[src/shared/mad_params.svh]
// Opcode, register-select and timing constants for the ALU and move decoder
`ifndef MAD_PARAMS_SVH
`define MAD_PARAMS_SVH
`define MAD_CYC_SHORT 4'h2
`define MAD_CYC_MID 4'h4
`define MAD_CYC_LONG 4'h8
`define MAD_MUL_CYC_NARROW 4'h8
`define MAD_MUL_CYC_WIDE 5'h10
`define MAD_DIV_CYC_LONG 6'h20
`define MAD_OP_DATA_POINTER_16_LOAD 8'h90
`define MAD_OP_TABLE_DATA_POINTER_16 8'h93
`define MAD_OP_TABLE_PC 8'h83
`define MAD_OP_MUL 8'ha4
`define MAD_OP_DIV 8'h84
`define MAD_REG_SEL_MSB 2
`endif

[src/shared/mad_pkg.sv]
// Types shared by the ALU and move decoder
package mad_pkg;
	typedef enum logic [4:0] {
		MAD_OP_NONE = 5'h00,
		MAD_OP_ADD = 5'h01,
		MAD_OP_SUM_WITH_CARRY = 5'h02,
		MAD_OP_SUBTRACT_WITH_BORROW = 5'h03,
		MAD_OP_BITWISE_AND = 5'h04,
		MAD_OP_BITWISE_OR = 5'h05,
		MAD_OP_BITWISE_XOR = 5'h06,
		MAD_OP_ROTATE_LEFT = 5'h07,
		MAD_OP_ROTATE_LEFT_CARRY = 5'h08,
		MAD_OP_ROTATE_RIGHT = 5'h09,
		MAD_OP_ROTATE_RIGHT_CARRY = 5'h0a,
		MAD_OP_MOVE = 5'h0b,
		MAD_OP_DATA_POINTER_16_LOAD = 5'h0c,
		MAD_OP_CODE_TABLE_READ = 5'h0d,
		MAD_OP_EXT_READ = 5'h0e,
		MAD_OP_EXT_WRITE = 5'h0f,
		MAD_OP_PUSH = 5'h10,
		MAD_OP_POP = 5'h11,
		MAD_OP_BYTE_EXCHANGE = 5'h12,
		MAD_OP_NIBBLE_EXCHANGE = 5'h13,
		MAD_OP_MULTIPLY = 5'h14,
		MAD_OP_DIVIDE = 5'h15
	} mad_op_e;
	typedef enum logic [2:0] {
		MAD_LOC_NONE = 3'h0,
		MAD_LOC_ACC = 3'h1,
		MAD_LOC_WREG = 3'h2,
		MAD_LOC_DIRECT = 3'h3,
		MAD_LOC_INDIRECT = 3'h4,
		MAD_LOC_IMM = 3'h5,
		MAD_LOC_EXT = 3'h6,
		MAD_LOC_CODE = 3'h7
	} mad_loc_e;
	typedef enum logic [1:0] {
		MAD_ST_IDLE = 2'h0,
		MAD_ST_OPERAND = 2'h1,
		MAD_ST_EXEC = 2'h2
	} mad_state_e;
	typedef struct packed {
		mad_op_e op;
		mad_loc_e dst;
		mad_loc_e src;
		logic [1:0] len;
		logic [5:0] cyc;
		logic legal;
	} mad_dec_s;
endpackage

[src/core/mad_opcode_table.sv]
// Combinational opcode table: operation, operands, length and cycle count
`timescale 1ns/100ps
`default_nettype none
`include "mad_params.svh"
module mad_opcode_table (
	// Opcode and width controls
	input wire logic [7:0] opcode_i,
	input wire logic wide_arith_select_i,
	input wire logic long_divide_select_i,
	// Decoded result
	output mad_pkg::mad_dec_s dec_o
);
	logic [4:0] hi;
	logic [2:0] lo;
	mad_pkg::mad_loc_e arg;
	logic arg_ok;
	logic [1:0] arg_len;
	assign hi = opcode_i[7:3];
	assign lo = opcode_i[2:0];

	// Operand kind from the low bits, shared by the accumulator-group rows
	always_comb begin
		arg_ok = 1'b1;
		arg_len = 2'h1;
		if (lo[2:1] == 2'b11 || opcode_i[3]) begin
			arg = opcode_i[3] ? mad_pkg::MAD_LOC_WREG : mad_pkg::MAD_LOC_INDIRECT;
		end else if (lo == 3'h5) begin
			arg = mad_pkg::MAD_LOC_DIRECT;
			arg_len = 2'h2;
		end else if (lo == 3'h4) begin
			arg = mad_pkg::MAD_LOC_IMM;
			arg_len = 2'h2;
		end else begin
			arg = mad_pkg::MAD_LOC_NONE;
			arg_ok = 1'b0;
		end
	end

	// Main table; unlisted opcodes come back illegal
	always_comb begin
		dec_o = '0;
		dec_o.cyc = {2'h0, `MAD_CYC_SHORT};
		dec_o.len = 2'h1;
		unique casez (opcode_i)
			8'b0010_1???, 8'h24, 8'h25, 8'h26, 8'h27: begin
				dec_o.op = mad_pkg::MAD_OP_ADD;
			end
			8'b0011_1???, 8'h34, 8'h35, 8'h36, 8'h37: begin
				dec_o.op = mad_pkg::MAD_OP_SUM_WITH_CARRY;
			end
			8'b1001_1???, 8'h94, 8'h95, 8'h96, 8'h97: begin
				dec_o.op = mad_pkg::MAD_OP_SUBTRACT_WITH_BORROW;
			end
			8'b0101_1???, 8'h54, 8'h55, 8'h56, 8'h57: begin
				dec_o.op = mad_pkg::MAD_OP_BITWISE_AND;
			end
			8'b0100_1???, 8'h44, 8'h45, 8'h46, 8'h47: begin
				dec_o.op = mad_pkg::MAD_OP_BITWISE_OR;
			end
			8'b0110_1???, 8'h64, 8'h65, 8'h66, 8'h67: begin
				dec_o.op = mad_pkg::MAD_OP_BITWISE_XOR;
			end
			8'b1110_1???, 8'he5, 8'he6, 8'he7, 8'h74: begin
				dec_o.op = mad_pkg::MAD_OP_MOVE;
			end
			8'b1100_1???, 8'hc5, 8'hc6, 8'hc7: begin
				dec_o.op = mad_pkg::MAD_OP_BYTE_EXCHANGE;
			end
			default: begin
				dec_o.op = mad_pkg::MAD_OP_NONE;
			end
		endcase
		if (dec_o.op != mad_pkg::MAD_OP_NONE) begin
			dec_o.legal = arg_ok;
			dec_o.len = arg_len;
			dec_o.dst = mad_pkg::MAD_LOC_ACC;
			dec_o.src = (opcode_i == 8'h74) ? mad_pkg::MAD_LOC_IMM : arg;
		end else begin
			dec_o.legal = 1'b1;
			unique casez (opcode_i)
				// direct and, or, xor; acc or immediate source
				8'h52, 8'h42, 8'h62: begin
					dec_o.op = (hi[2:0] == 3'h2) ? mad_pkg::MAD_OP_BITWISE_AND :
						(hi[2:0] == 3'h0) ? mad_pkg::MAD_OP_BITWISE_OR :
						mad_pkg::MAD_OP_BITWISE_XOR;
					{dec_o.dst, dec_o.src, dec_o.len} =
						{mad_pkg::MAD_LOC_DIRECT, mad_pkg::MAD_LOC_ACC, 2'h2};
				end
				8'h53, 8'h43, 8'h63: begin
					dec_o.op = (hi[2:0] == 3'h2) ? mad_pkg::MAD_OP_BITWISE_AND :
						(hi[2:0] == 3'h0) ? mad_pkg::MAD_OP_BITWISE_OR :
						mad_pkg::MAD_OP_BITWISE_XOR;
					{dec_o.dst, dec_o.src, dec_o.len} =
						{mad_pkg::MAD_LOC_DIRECT, mad_pkg::MAD_LOC_IMM, 2'h3};
					dec_o.cyc = {2'h0, `MAD_CYC_MID};
				end
				8'h23, 8'h33, 8'h03, 8'h13: begin
					dec_o.op = (opcode_i == 8'h23) ? mad_pkg::MAD_OP_ROTATE_LEFT :
						(opcode_i == 8'h33) ? mad_pkg::MAD_OP_ROTATE_LEFT_CARRY :
						(opcode_i == 8'h03) ? mad_pkg::MAD_OP_ROTATE_RIGHT :
						mad_pkg::MAD_OP_ROTATE_RIGHT_CARRY;
					{dec_o.dst, dec_o.src} = {mad_pkg::MAD_LOC_ACC, mad_pkg::MAD_LOC_ACC};
				end
				8'b1111_1???, 8'b1010_1???, 8'b0111_1???: begin
					dec_o.op = mad_pkg::MAD_OP_MOVE;
					dec_o.dst = mad_pkg::MAD_LOC_WREG;
					dec_o.src = (hi == 5'h1f) ? mad_pkg::MAD_LOC_ACC :
						(hi == 5'h15) ? mad_pkg::MAD_LOC_DIRECT : mad_pkg::MAD_LOC_IMM;
					dec_o.len = (hi == 5'h1f) ? 2'h1 : 2'h2;
					if (hi == 5'h15) begin
						dec_o.cyc = {2'h0, `MAD_CYC_MID};
					end
				end
				8'hf5, 8'b1000_1???, 8'h86, 8'h87, 8'h85, 8'h75: begin
					dec_o.op = mad_pkg::MAD_OP_MOVE;
					dec_o.dst = mad_pkg::MAD_LOC_DIRECT;
					dec_o.len = (opcode_i == 8'h85 || opcode_i == 8'h75) ? 2'h3 : 2'h2;
					dec_o.src = (opcode_i == 8'hf5) ? mad_pkg::MAD_LOC_ACC :
						opcode_i[3] ? mad_pkg::MAD_LOC_WREG :
						(opcode_i == 8'h85) ? mad_pkg::MAD_LOC_DIRECT :
						(opcode_i == 8'h75) ? mad_pkg::MAD_LOC_IMM : mad_pkg::MAD_LOC_INDIRECT;
					if (opcode_i != 8'hf5) begin
						dec_o.cyc = {2'h0, `MAD_CYC_MID};
					end
				end
				8'hf6, 8'hf7, 8'ha6, 8'ha7, 8'h76, 8'h77: begin
					dec_o.op = mad_pkg::MAD_OP_MOVE;
					dec_o.dst = mad_pkg::MAD_LOC_INDIRECT;
					dec_o.src = (hi == 5'h1e) ? mad_pkg::MAD_LOC_ACC :
						(hi == 5'h14) ? mad_pkg::MAD_LOC_DIRECT : mad_pkg::MAD_LOC_IMM;
					dec_o.len = (hi == 5'h1e) ? 2'h1 : 2'h2;
					if (hi == 5'h14) begin
						dec_o.cyc = {2'h0, `MAD_CYC_MID};
					end
				end
				`MAD_OP_DATA_POINTER_16_LOAD: begin
					dec_o.op = mad_pkg::MAD_OP_DATA_POINTER_16_LOAD;
					{dec_o.dst, dec_o.src, dec_o.len} =
						{mad_pkg::MAD_LOC_NONE, mad_pkg::MAD_LOC_IMM, 2'h3};
					dec_o.cyc = {2'h0, `MAD_CYC_MID};
				end
				`MAD_OP_TABLE_DATA_POINTER_16, `MAD_OP_TABLE_PC: begin
					dec_o.op = mad_pkg::MAD_OP_CODE_TABLE_READ;
					{dec_o.dst, dec_o.src} = {mad_pkg::MAD_LOC_ACC, mad_pkg::MAD_LOC_CODE};
					dec_o.cyc = {2'h0, `MAD_CYC_LONG};
				end
				8'he2, 8'he3, 8'he0, 8'hf2, 8'hf3, 8'hf0: begin
					dec_o.op = opcode_i[4] ? mad_pkg::MAD_OP_EXT_WRITE : mad_pkg::MAD_OP_EXT_READ;
					dec_o.dst = opcode_i[4] ? mad_pkg::MAD_LOC_EXT : mad_pkg::MAD_LOC_ACC;
					dec_o.src = opcode_i[4] ? mad_pkg::MAD_LOC_ACC : mad_pkg::MAD_LOC_EXT;
					dec_o.cyc = {2'h0, `MAD_CYC_LONG};
				end
				8'hc0, 8'hd0: begin
					dec_o.op = opcode_i[4] ? mad_pkg::MAD_OP_POP : mad_pkg::MAD_OP_PUSH;
					{dec_o.dst, dec_o.src, dec_o.len} =
						{mad_pkg::MAD_LOC_DIRECT, mad_pkg::MAD_LOC_DIRECT, 2'h2};
					dec_o.cyc = {2'h0, `MAD_CYC_MID};
				end
				8'hd6, 8'hd7: begin
					dec_o.op = mad_pkg::MAD_OP_NIBBLE_EXCHANGE;
					{dec_o.dst, dec_o.src} = {mad_pkg::MAD_LOC_ACC, mad_pkg::MAD_LOC_INDIRECT};
				end
				// width selects set multiply and divide time
				`MAD_OP_MUL, `MAD_OP_DIV: begin
					dec_o.op = opcode_i[5] ? mad_pkg::MAD_OP_MULTIPLY : mad_pkg::MAD_OP_DIVIDE;
					{dec_o.dst, dec_o.src} = {mad_pkg::MAD_LOC_ACC, mad_pkg::MAD_LOC_ACC};
					if (!wide_arith_select_i) begin
						dec_o.cyc = {2'h0, `MAD_MUL_CYC_NARROW};
					end else if (!opcode_i[5] && long_divide_select_i) begin
						dec_o.cyc = `MAD_DIV_CYC_LONG;
					end else begin
						dec_o.cyc = {1'b0, `MAD_MUL_CYC_WIDE};
					end
				end
				default: begin
					dec_o.legal = 1'b0;
				end
			endcase
		end
	end
endmodule
`default_nettype wire

[src/core/mad_decoder.sv]
// Instruction decoder and sequencer for the ALU and data-move opcode groups
`timescale 1ns/100ps
`default_nettype none
`include "mad_params.svh"
module mad_decoder #(
	parameter int unsigned MAX_CYCLES = 32
) (
	// Clock and reset
	input wire logic clk_i,
	input wire logic nrst_i,
	// Program memory fetch path
	output logic fetch_req_o,
	input wire logic fetch_valid_i,
	input wire logic [7:0] fetch_data_i,
	// Arithmetic width selects
	input wire logic wide_arith_select_i,
	input wire logic long_divide_select_i,
	// Decoded instruction to the datapath
	output mad_pkg::mad_op_e op_o,
	output mad_pkg::mad_loc_e dst_o,
	output mad_pkg::mad_loc_e src_o,
	output logic [2:0] working_register_o,
	output logic indirect_register_operand_o,
	output logic [7:0] operand1_o,
	output logic [7:0] operand2_o,
	output logic [1:0] length_o,
	output logic [5:0] cycles_o,
	// Sequencing status
	output logic busy_o,
	output logic commit_o,
	output logic illegal_o
);
	// Elaboration check: the counter must hold the longest divide
	if (MAX_CYCLES < 32 || MAX_CYCLES > 63) begin : g_bad_max
		$error("mad_decoder: MAX_CYCLES must be 32..63");
	end

	typedef struct packed {
		mad_pkg::mad_state_e state;
		mad_pkg::mad_dec_s dec;
		logic [7:0] opcode;
		logic [7:0] operand1;
		logic [7:0] operand2;
		logic [1:0] got;
		logic [5:0] count;
		logic fetch_req;
		logic busy;
		logic commit;
		logic illegal;
	} mad_core_s;

	mad_core_s cur;
	mad_core_s next_cur;
	mad_pkg::mad_dec_s table_dec;
	logic rst_meta;
	logic rst_sync_n;

	// Reset release through two flops so removal is clean against clk_i
	always_ff @(posedge clk_i or negedge nrst_i) begin
		if (!nrst_i) begin
			rst_meta <= 1'b0;
			rst_sync_n <= 1'b0;
		end else begin
			rst_meta <= 1'b1;
			rst_sync_n <= rst_meta;
		end
	end

	// Table lookup on the byte arriving; only sampled when it is an opcode
	mad_opcode_table u_table (
		.opcode_i(fetch_data_i),
		.wide_arith_select_i(wide_arith_select_i),
		.long_divide_select_i(long_divide_select_i),
		.dec_o(table_dec)
	);

	// Sequencer: opcode fetch, operand fetch, then hold until the count expires
	always_comb begin
		next_cur = cur;
		next_cur.commit = 1'b0;
		next_cur.illegal = 1'b0;
		unique case (cur.state)
			mad_pkg::MAD_ST_IDLE: begin
				next_cur.fetch_req = 1'b1;
				next_cur.busy = 1'b0;
				if (cur.fetch_req && fetch_valid_i) begin
					// length and cycles latched per opcode
					next_cur.opcode = fetch_data_i;
					next_cur.dec = table_dec;
					next_cur.got = 2'h1;
					// opcode fetch is cycle one of the count
					next_cur.count = 6'h1;
					next_cur.busy = 1'b1;
					next_cur.operand1 = 8'h00;
					next_cur.operand2 = 8'h00;
					if (!table_dec.legal) begin
						// Unknown opcodes are flagged and skipped as one-byte, no commit
						next_cur.illegal = 1'b1;
						next_cur.busy = 1'b0;
					end else if (table_dec.len == 2'h1) begin
						next_cur.state = mad_pkg::MAD_ST_EXEC;
						next_cur.fetch_req = 1'b0;
					end else begin
						next_cur.state = mad_pkg::MAD_ST_OPERAND;
					end
				end
			end
			mad_pkg::MAD_ST_OPERAND: begin
				// Cycles spent stalled on fetch still count toward the total
				next_cur.count = cur.count + 6'h1;
				if (fetch_valid_i) begin
					// operand bytes gathered in order before commit
					if (cur.got == 2'h1) begin
						next_cur.operand1 = fetch_data_i;
					end else begin
						next_cur.operand2 = fetch_data_i;
					end
					next_cur.got = cur.got + 2'h1;
					if (cur.got + 2'h1 == cur.dec.len) begin
						next_cur.state = mad_pkg::MAD_ST_EXEC;
						next_cur.fetch_req = 1'b0;
					end
				end
			end
			mad_pkg::MAD_ST_EXEC: begin
				// commit once the documented count has elapsed
				if (cur.count >= cur.dec.cyc) begin
					next_cur.commit = 1'b1;
					next_cur.busy = 1'b0;
					next_cur.state = mad_pkg::MAD_ST_IDLE;
					next_cur.fetch_req = 1'b1;
				end else begin
					next_cur.count = cur.count + 6'h1;
				end
			end
			default: begin
				next_cur.state = mad_pkg::MAD_ST_IDLE;
			end
		endcase
	end

	// Single state register
	always_ff @(posedge clk_i or negedge rst_sync_n) begin
		if (!rst_sync_n) begin
			cur <= '0;
		end else begin
			cur <= next_cur;
		end
	end

	// Outputs straight from the state register
	assign fetch_req_o = cur.fetch_req;
	assign op_o = cur.dec.op;
	assign dst_o = cur.dec.dst;
	assign src_o = cur.dec.src;
	// register number from the low opcode bits
	assign working_register_o = cur.opcode[`MAD_REG_SEL_MSB:0];
	assign indirect_register_operand_o = cur.opcode[0];
	assign operand1_o = cur.operand1;
	assign operand2_o = cur.operand2;
	assign length_o = cur.dec.len;
	assign cycles_o = cur.dec.cyc;
	assign busy_o = cur.busy;
	assign commit_o = cur.commit;
	assign illegal_o = cur.illegal;
endmodule
`default_nettype wire

[config.mk]
export PLATFORM = sky130hd
export DESIGN_NAME = mad_decoder
export DESIGN_NICKNAME = d
export VERILOG_FILES = /design/src/shared/mad_pkg.sv /design/src/core/mad_opcode_table.sv /design/src/core/mad_decoder.sv
export VERILOG_INCLUDE_DIRS = /design/src /design/src/shared
export SDC_FILE = /design/constraint.sdc
export NUM_CORES = 1
export LEC_CHECK = 0
export ABC_AREA = 1
export BUFFER_PORTS_ARGS = -buffer_cell sky130_fd_sc_hd__buf_2
export CAP_MARGIN = 30
export CORE_MARGIN = 2
export CORE_UTILIZATION = 50
export CTS_BUF_LIST = sky130_fd_sc_hd__clkbuf_8
export DETAILED_ROUTE_END_ITERATION = 10
export HOLD_SLACK_MARGIN = 0.02
export PLACE_DENSITY_LB_ADDON = 0.1
export SETUP_SLACK_MARGIN = 0.02
export SYNTH_ARGS = -nofsm -noshare
export SYNTH_HDL_FRONTEND = slang
export SYNTH_SLANG_ARGS = --single-unit
export TNS_END_PERCENT = 1
[constraint.sdc]
create_clock -name clk_i -period 1.8 [get_ports clk_i]
set_clock_uncertainty 0.15 [all_clocks]
set_input_delay 0.09 -clock clk_i [delete_from_list [all_inputs] [get_ports clk_i]]
set_output_delay 0.09 -clock clk_i [all_outputs]
set_load 0.005 [all_outputs]
### Word-level counts from Yosys, hierarchy flattened

Cells that the tools add are included.
Widths: inputs -> output; s select.

* add/subtract/negate cells: 2
* magnitude comparators: 1
* eq/ne operators: 99
* muxes and demuxes: 70
* reduce and logical (&&, ||, !) cells: 43

Operators by type and width (number)
* $eq 8x8->1 const B: 33
* $eq 8x7->1 const B: 22
* $pmux 11 s12: 1
* $eq 8x6->1 const B: 10
* $mux 56: 1
* $mux 3: 18
* $eq 5x5->1 const B: 8
* $pmux 5 s8: 1
* $reduce_or 40->1: 1
* $reduce_or 5->1: 8
* $pmux 18 s2: 1
* $pmux 6 s6: 1
* $mux 2: 12
* $mux 6: 4
* $mux 8: 3
* $reduce_or 6->1: 4
* $pmux 7 s3: 1
* $eq 5x4->1 const B: 4
* $mux 5: 4
* $mux 1: 19
* $mux 18: 1
* $ne 2x2->1 const B: 8
* $reduce_and 4->1: 3
* $reduce_or 4->1: 3
* 29 further kinds: 44

* bits in registers: 60
* input bits: 13
* output and inout bits: 43
* logic and storage cells: 233

### Depth between registers and ports, before layout

Gate-level depths: netlist of run 1.

* depth in word-level cells: 12
* mapped depth: 15
* depth with buffers taken out: 14

### Hierarchy

Synthesis of run 1 repeated with hierarchy kept, for this count alone.

* cells, all modules: 546
* area total of the unflattened synthesis: 3786.1 um^2

Modules (own cells, without submodules)
* mad_decoder: times used 1, cells an instance 330, area each 2810.2 um^2
* mad_opcode_table: times used 1, cells an instance 216, area each 975.9 um^2

### Worst setup path after synthesis of run 1

OpenSTA, ideal clock, no wires.

* kind: register to register
* from: reg cur[7] (netlist bit)
* to: reg cur[6] (netlist bit)
* setup time: 0.132 ns
* arrival time: 1.566 ns
* data required time: 1.518 ns
* setup slack: -0.048 ns
* cell stages (with the launch flop): 12
* buffers on the path: 1
* path through: dfrtp_1 -> ha_1 -> a21oi_1 -> o21a_1 -> nand3_1 -> nand2_1 -> inv_1 -> nor2_1 -> nand2_1 -> clkbuf_1 -> nand2_1 -> o21ai_0

* word-level cells in the longest chain between the ends: 3

RTL lines
* start, declared: RTL line mad_decoder.sv:52 `mad_core_s cur;`
* start signal, assigned: RTL line mad_decoder.sv:147 `cur <= next_cur;`
* $ge 6x6->1: RTL line mad_decoder.sv:127 `if (cur.count >= cur.dec.cyc) begin`
* $ne 2x2->1 (no line)
* $reduce_and 3->1 (no line)

No other way between the ends.
A chain may end at the register's enable or synchronous reset.

### Worst setup path in the final report of run 1

* from: reg cur[56] (netlist bit)
* to: reg cur (netlist bit fetch_req_o)

* word-level cells in the longest chain between the ends: 3

RTL lines
* $eq 2x2->1 (tied with other cells): RTL line mad_decoder.sv:82 `unique case (cur.state)`
* $ne 2x2->1 (no line) / $reduce_bool 3->1 (equally long branches)
* $reduce_and 4->1 (no line)

Several ways; a longest one is shown, not always the timed one.

==> results of run 1 <==
-- stage by stage --
step,setup WS (ps),util [%],power (uW),hold slack [ps]
2_1_floorplan,-34.7,-,4000,-356
3_3_place_gp,-170,60.6,4750,-276
3_5_place_dp,-201,60.6,4840,-271
4_1_cts,-77.6,64.3,5810,70.6
5_1_grt,-144,65.5,6500,99.0
6_report,-47.4,65.5,5990,76.1
-- timing repair --
item / in CTS / in global routing
pin swaps: 3 / 9
gates cloned: 1 / 0
setup endpoints to repair: 44 / 48
hold buffers: 12 / 0
setup buffers: 0 / 2
gates resized for setup: 13 / 27
endpoints found under the hold margin: 15 / 0
-- flip-flops by register name (all words and copies together) (netlist names) --
register                     count
op_o                             5
busy_o                           1
dst_o                            3
rst_meta                         1
src_o                            3
indirect_register_operand_o      1
commit_o                         1
illegal_o                        1
fetch_req_o                      1
working_register_o               2
cycles_o                         5
operand1_o                       8
cur                             10
length_o                         2
operand2_o                       8
rst_sync_n                       1
-- power by group --
group / internal, uW / switching (uW) / leakage [uW]
sequential: 1640 / 235 / 0.000678
combinational: 1460 / 1860 / 0.00185
clock: 405 / 393 / 0.0000540
-- worst max-delay path by stage --
| stage | start | endpoint | cells past startpoint |
|---|---|---|---|
| 2_1_floorplan | cur[57]$_DFFE_PN0P_ | operand1_o[0]$_DFFE_PN0P_ | 8 |
| 3_3_place_gp | cycles_o[3]$_DFFE_PN0P_ | cur[5]$_DFFE_PN0P_ | 10 |
| 3_5_place_dp | cycles_o[5]$_DFFE_PN0P_ | cur[5]$_DFFE_PN0P_ | 10 |
| 4_1_cts | cycles_o[3]$_DFFE_PN0P_ | cur[5]$_DFFE_PN0P_ | 10 |
| 5_1_grt | cur[56]$_DFFE_PN0P_ | fetch_req_o$_DFFE_PN0P_ | 9 |
| 6_report | cur[56]$_DFFE_PN0P_ | fetch_req_o$_DFFE_PN0P_ | 9 |
-- per-layer routing --
layer,vias up,share of wire [%]
li1,1774,-
met1,1718,44
met2,88,50
met3,15,4.2
met4,0,2.0
met5,-,0
-- synth_stat cells (all sizes together) (3+ instances only) --
cell,count
nor3,10
a2bb2oi,3
a21oi,23
o22ai,4
o21ai,41
inv,57
a211oi,3
o21a,3
dfrtp,53
nor2,60
nand2,118
buf,46
nand4,13
clkbuf,5
ha,10
nand3,31
-- cell families after synthesis --
family	Yosys count	share of synthesized area [%]
simple gates	236	33.6
buf+inv	109	15.0
compound gates	84	12.4
flops	53	34.5
fa+ha+maj	10	3.26
xor+xnor	4	0.912
other cells	2	0.196
-- final cells by class --
cell class,instances,area [sq um]
fill,658,2530
multi-input combinational,337,2060
tap,99,124
sequential,53,1330
timing repair buffer,141,973
clock buffer,5,68.8
inverter,58,220
clock inverter,2,35.0
-- critical path, delay by kind of cell, from the launching register on --
kind,cells,cell delay [ps]
buf+inv,3,360
compound gates,1,40
simple gates,4,560
fa+ha+maj,1,220
flops,1,410
==> impl_results.md, run 1 <==
* Fmax at 0.541 GHz
* Initial DRC Count at 207
* Total grt overflow at 0
* Total Die Area at 0.00840 sq mm
* Detailed placement HPWL at 7830 um
* Worst IR drop on VDD at 520 uV
* Largest cells by area after synthesis: dfrtp_1, nand2_1, buf_4
* Synthesized cell area at 0.00384 sq mm
* Final setup viols at 8
* GR peak layer: met2
* PnR worst setup slack at -47.4 ps
* Initial Util at 52.4%
* Initial antenna violation count at 0
* Final Cycle Share at 103%
* Period minus WS final at 1850 ps
* Reg-to-Reg Start: cur[56]$_DFFE_PN0P_
* Crit-path max FO at 4
* Clock Tree Buf Depth at 2
* Residual DRC count at 0
* Vias in the first global route at 3491
* Total wire length at 10000 um
* Die width at 91.7 um
* WS Path Type: reg -> reg
* Max incr delay on CP at 410 ps
* Max-cap check violation count at 0
* Met2 usage at 42.1%
* First drt pass iteration count at 4
* Placed Area at 0.00444 sq mm
* CTS H-tree lvls at 2
* Placed insts at 673
* Hold depth at 4
* Nets at 619
* Critical path endpoint category: flip-flop
* Cts bufs inserted at 5
* Reg2reg end: fetch_req_o$_DFFE_PN0P_
* Reg2reg path depth at 9
* Yosys warns at 0
* Post-synthesis sequential area ratio at 34.5%
* Syn nets at 521
* Pleak at 0.00258 uW
* Vias per cell at 5.17
* # IOs at 56
* Final hold violation count at 0
* Cells along the critical path: inv_1 -> ha_2 -> nor2_1 -> inv_1 -> nor2_1 -> buf_4 -> a211oi_2 -> nand2_1 -> nand2_1
* PD cells at 1250 mW/mm^2
* Clock transition at the registers of the reported paths at 100 ps
* Drt wl/cell at 14.5 um
* Synth top area share at 34.5%
* Syn Inst Count at 498
* Share of cells above drive strength 1 at 39.8%
* CTS tree: built
* Finished Layout Cells at 695
* Hold crit path type: in -> reg
* Failing checks: setup timing
* EDFF count, synth at 0
* Hold Path End: operand2_o[5]$_DFFE_PN0P_
* Most common cell after layout, fill and taps aside: nand2_1
* Worst Path Arrival at 1900 ps
* Row cnt at 31
* Root Buffer: clkbuf_8
* Worst EP required at 1860 ps
* Register bit total from synthesis at 53
* Worst skew pair latency at 310 ps
* Design area at 0.00480 sq mm
* Core Area at 0.00733 sq mm
* Post-route setup TNS at -202 ps
* Status: finished with violations
* Mean area per synthesized cell at 7.71 sq um
* RSZ-0062 raised after global routing: true
* Met1 GRT Util at 32.5%
* Pin count of the biggest net entering global routing at 52
* DR vias at 3595
* GRT met3 Usage at 3.20%
* Remaining antenna violation count at 0
* Clock Sinks at 53
* GRT Util Overall at 24.6%
* Buffers on Ports at 54
* Critical path's slowest cell: dfrtp_1
* Area Growth Syn to Fin at 25.1%
* HP Start: fetch_data_i[5]
* Final Slew Violations at 0
* Antenna diode count at 0
* Startpoint Class: flip-flop
* Post-synth top flop: dfrtp_1
* GP Congestion at 0.987
* First-pass GRT wire length at 16600 um
* Reg2reg setup slack at -50 ps
* Synth area leader: dfrtp_1
* Synth cell types at 45
* Most frequent cells in the layout: nand2_1, buf_4, buf_2
* Fraction of registers with async set/reset at 100%
* Die height at 91.7 um
Power figures use the tool's default switching activity.
==> inputs of run 2 (changes only) <==
--- a/config.mk
+++ b/config.mk
@@ -18,5 +18,6 @@
 export SETUP_SLACK_MARGIN = 0.02
 export SYNTH_ARGS = -nofsm -noshare
 export SYNTH_HDL_FRONTEND = slang
+export SYNTH_HIERARCHICAL = 1
 export SYNTH_SLANG_ARGS = --single-unit
 export TNS_END_PERCENT = 1
==> run 2 against run 1 <==
The flow still finishes with violations (setup timing). Largest cell class unchanged. Synthesized cell count increased by 9.6%. Clock power increased by 25%. Largest power group unchanged. Cell count increased by 10%. Fmax increased by 1.2%. Total power decreased by 2.0%. Die area decreased by 1.4%. Via count increased by 7.0%. Setup slack improved by 23 ps.
==> impl_results.md, run 2 <==
* Status: finished with violations
* Failing checks: setup timing
* Final hold violation count at 0 (unchanged)
* Initial Util at 51.9% (-0.48 points)
* Period minus WS final at 1820 ps (-22.7 ps)
* WS Path Type: reg -> reg
* Row cnt at 31 (unchanged)
* RSZ-0062 raised after global routing: true
* Pleak at 0.00283 uW (+9.7%)
* CTS tree: built
* Detailed placement HPWL at 8090 um (+3.3%)
* Worst skew pair latency at 300 ps (about the same)
* Synth top area share at 35.7% (+1.2 points)
* Total Die Area at 0.00828 sq mm (-1.4%)
* Startpoint Class: flip-flop
* Max-cap check violation count at 0 (unchanged)
* Core Area at 0.00729 sq mm (-0.53%)
* Worst EP required at 1850 ps (about the same)
* Buffers plus inverters on the worst setup path at 1 (-2)
* Final Slew Violations at 0 (unchanged)
* CP dominant cell by count: nand2_2
* Fraction of registers with async set/reset at 100% (unchanged)
* Largest register FFs at 10 (unchanged)
* Design area at 0.00500 sq mm (+4.0%)
* Cells along the critical path: ha_4 -> nand2_2 -> nand2_2 -> a21oi_2 -> nand2_2 -> nand2_2 -> nand3_2 -> buf_6 -> nand2_2 -> o21ai_2
* EDFF count, synth at 0 (unchanged)
* Clock Sinks at 54 (+1.9%)
* Buffers on Ports at 55 (+1.9%)
* Synth cell types at 40 (-11%)
* Seq pwr share at 32.0% (+0.7 points)
* Combinational Power Share at 51.0% (-4.4 points)
* Syn nets at 570 (+9.4%)
* Root Buffer: clkbuf_8
* Antenna diode count at 0 (unchanged)
* Placed Area at 0.00457 sq mm (+3.0%)
* Worst IR drop on VDD at 555 uV (+6.7%)
* Syn Inst Count at 546 (+9.6%)
* Initial DRC Count at 175 (-15%)
* Most instantiated cells after synthesis: nand2_1, nor2_1, dfrtp_1
* Critical path's slowest cell: dfrtp_1
* Register with the highest flop count: cur
* CTS H-tree lvls at 2 (unchanged)
* Largest cells by area after synthesis: dfrtp_1, nand2_1, buf_4
* Finished Core Util at 68.5% (+3.0 points)
* Total grt overflow at 0 (unchanged)
* GP Congestion at 0.952 (-3.6%)
* Count leader, synth: nand2_1
* GRT Util Overall at 25.2% (+0.58 points)
* Worst Path Arrival at 1870 ps (-30 ps)
* Clock Tree Buf Depth at 2 (unchanged)
* Mean area per synthesized cell at 6.93 sq um (-10%)
* Dpl ws at -253 ps (-52.5 ps)
* Internal Power at 3550 uW (+1.4%)
* Initial antenna violation count at 0 (unchanged)
* Cts bufs inserted at 5 (unchanged)
* Final setup viols at 5 (-3)
* Total Power at 5880 uW (-2.0%)
* # IOs at 56 (unchanged)
* Synth area leader: dfrtp_1
* Remaining antenna violation count at 0 (unchanged)
* DR vias at 3848 (+7.0%)
* # fillers at 684 (+4.0%)
* Die width at 91.0 um (-0.69%)
* PD cells at 1180 mW/mm^2 (-5.7%)
* Fmax at 0.548 GHz (+1.2%)
* Share of cells above drive strength 1 at 35.2% (-4.5 points)
* Die height at 91.0 um (-0.69%)
* Final Cycle Share at 101% (-1.3 points)
* Synthesized cell area at 0.00379 sq mm (-1.4%)
* Most common cell after layout, fill and taps aside: nand2_1
* Clock power share at 17.0% (+3.7 points)
* Most frequent cells in the layout: nand2_1, buf_4, nor2_1, buf_2, dfrtp_1
* Net Sw Frac at 39.6% (-2.0 points)
* Residual DRC count at 0 (unchanged)
* Pin count of the biggest net entering global routing at 53 (+1.9%)
* Crit-path max FO at 6 (+2)
* Switching pwr at 2320 uW (-6.6%)
* Hold crit path type: in -> reg
* Max incr delay on CP at 450 ps (+40 ps)
* Vias per cell at 5.02 (-2.9%)
* Crit path max-delay family: simple AND/OR/NAND/NOR gates
* Clock transition at the registers of the reported paths at 100 ps (about the same)
* Yosys warns at 6 (+6)
* Vias in the first global route at 3570 (+2.3%)
* Post-synth top flop: dfrtp_1
* Post-synthesis sequential area ratio at 35.7% (+1.2 points)
* Total wire length at 10600 um (+5.1%)
* Critical path endpoint category: flip-flop
* First drt pass iteration count at 5 (+1)
* PnR worst setup slack at -24.8 ps (+22.7 ps)
* Area Growth Syn to Fin at 32.0%
* Drt wl/cell at 13.8 um (-4.6%)
* Nets at 690 (+11%)
* Register bit total from synthesis at 54 (+1.9%)
* First-pass GRT wire length at 17100 um (+2.7%)
-- run 2: cell families (layout without fill, tap and decap cells) --
family | after synthesis | count (layout) | synth area share [%]
other | 2 | 2 | 0.198
adder cells (fa/ha/maj) | 11 | 11 | 3.64
AO/OA/AOI/OAI | 66 | 66 | 10.1
flip-flops | 54 | 54 | 35.7
XOR/XNOR | 1 | 1 | 0.231
AND/OR/NAND/NOR | 303 | 303 | 34.3
buffers and inverters | 109 | 230 | 15.8
-- run 2: final cells by class --
class / count / area, sq um / share of cell area [%]
Multi-Input combinational cell: 383 / 2000 / 40.1
Clock inverter: 2 / 60.1 / 1.20
Sequential cell: 54 / 1350 / 27.1
Clock buffer: 6 / 82.6 / 1.65
Timing Repair Buffer: 162 / 1140 / 22.9
Tap cell: 99 / 124 / 2.48
Inverter: 60 / 233 / 4.66
-- run 2: timing repair --
action	CTS	global route
hold endpoints to repair	7	0
buffers inserted	0	5
hold buffers	6	0
pin swaps	1	8
resized for setup	3	45
gates cloned	0	1
endpoints found under the setup margin	7	32
-- run 2: worst min-delay path, stage by stage --
cell     delay [ps]
buf_2           130
buf_4           150
nand2_1          50
nand2_1          50
-- run 2: per-stage QoR --
stage          TNS [ps]  hold slack [ps]  cells
3_3_place_gp      -1270             -276    746
5_1_grt            -789             66.9    766
4_1_cts               0             54.0    760
3_5_place_dp      -1260             -274    746
6_report          -65.8             56.5    766
2_1_floorplan         0             -356    546
-- run 2: final timing paths --
path / from / end / slack, ps / cells past startpoint
worst min register to register: rst_sync_n$_DFF_PN0_ / src_o[1]$_DFFE_PN0P_ / 100 / 1
min in group asynchronous: rst_sync_n$_DFF_PN0_ / src_o[1]$_DFFE_PN0P_ / 100 / 1
max in group asynchronous: nrst_i / rst_sync_n$_DFF_PN0_ / 870 / 3
worst min-delay path: fetch_data_i[2] / working_register_o[2]$_DFFE_PN0P_ / 60 / 4
worst max register to register: cur[7]$_DFFE_PN0P_ / cur[6]$_DFFE_PN0P_ / -20 / 10
worst max-delay path: cur[7]$_DFFE_PN0P_ / cur[6]$_DFFE_PN0P_ / -20 / 10
-- run 2: power groups by stage --
stage	sequential, uW	clock [uW]	combinational, uW
after global routing	1940	1070	3340
after floorplan	1860	0	2140
final	1880	997	3000
after detailed placement	1900	0	2740
after global placement	1880	0	2690
after CTS	1870	1010	2780
-- run 2: per-layer routing --
layer	up-vias	GRT usage (%)	share of wire, %
li1	1940	-	-
met1	1789	36.4	48
met2	103	40.7	47
met3	16	2.99	4.1
met4	0	5.18	1.4
met5	-	0	0
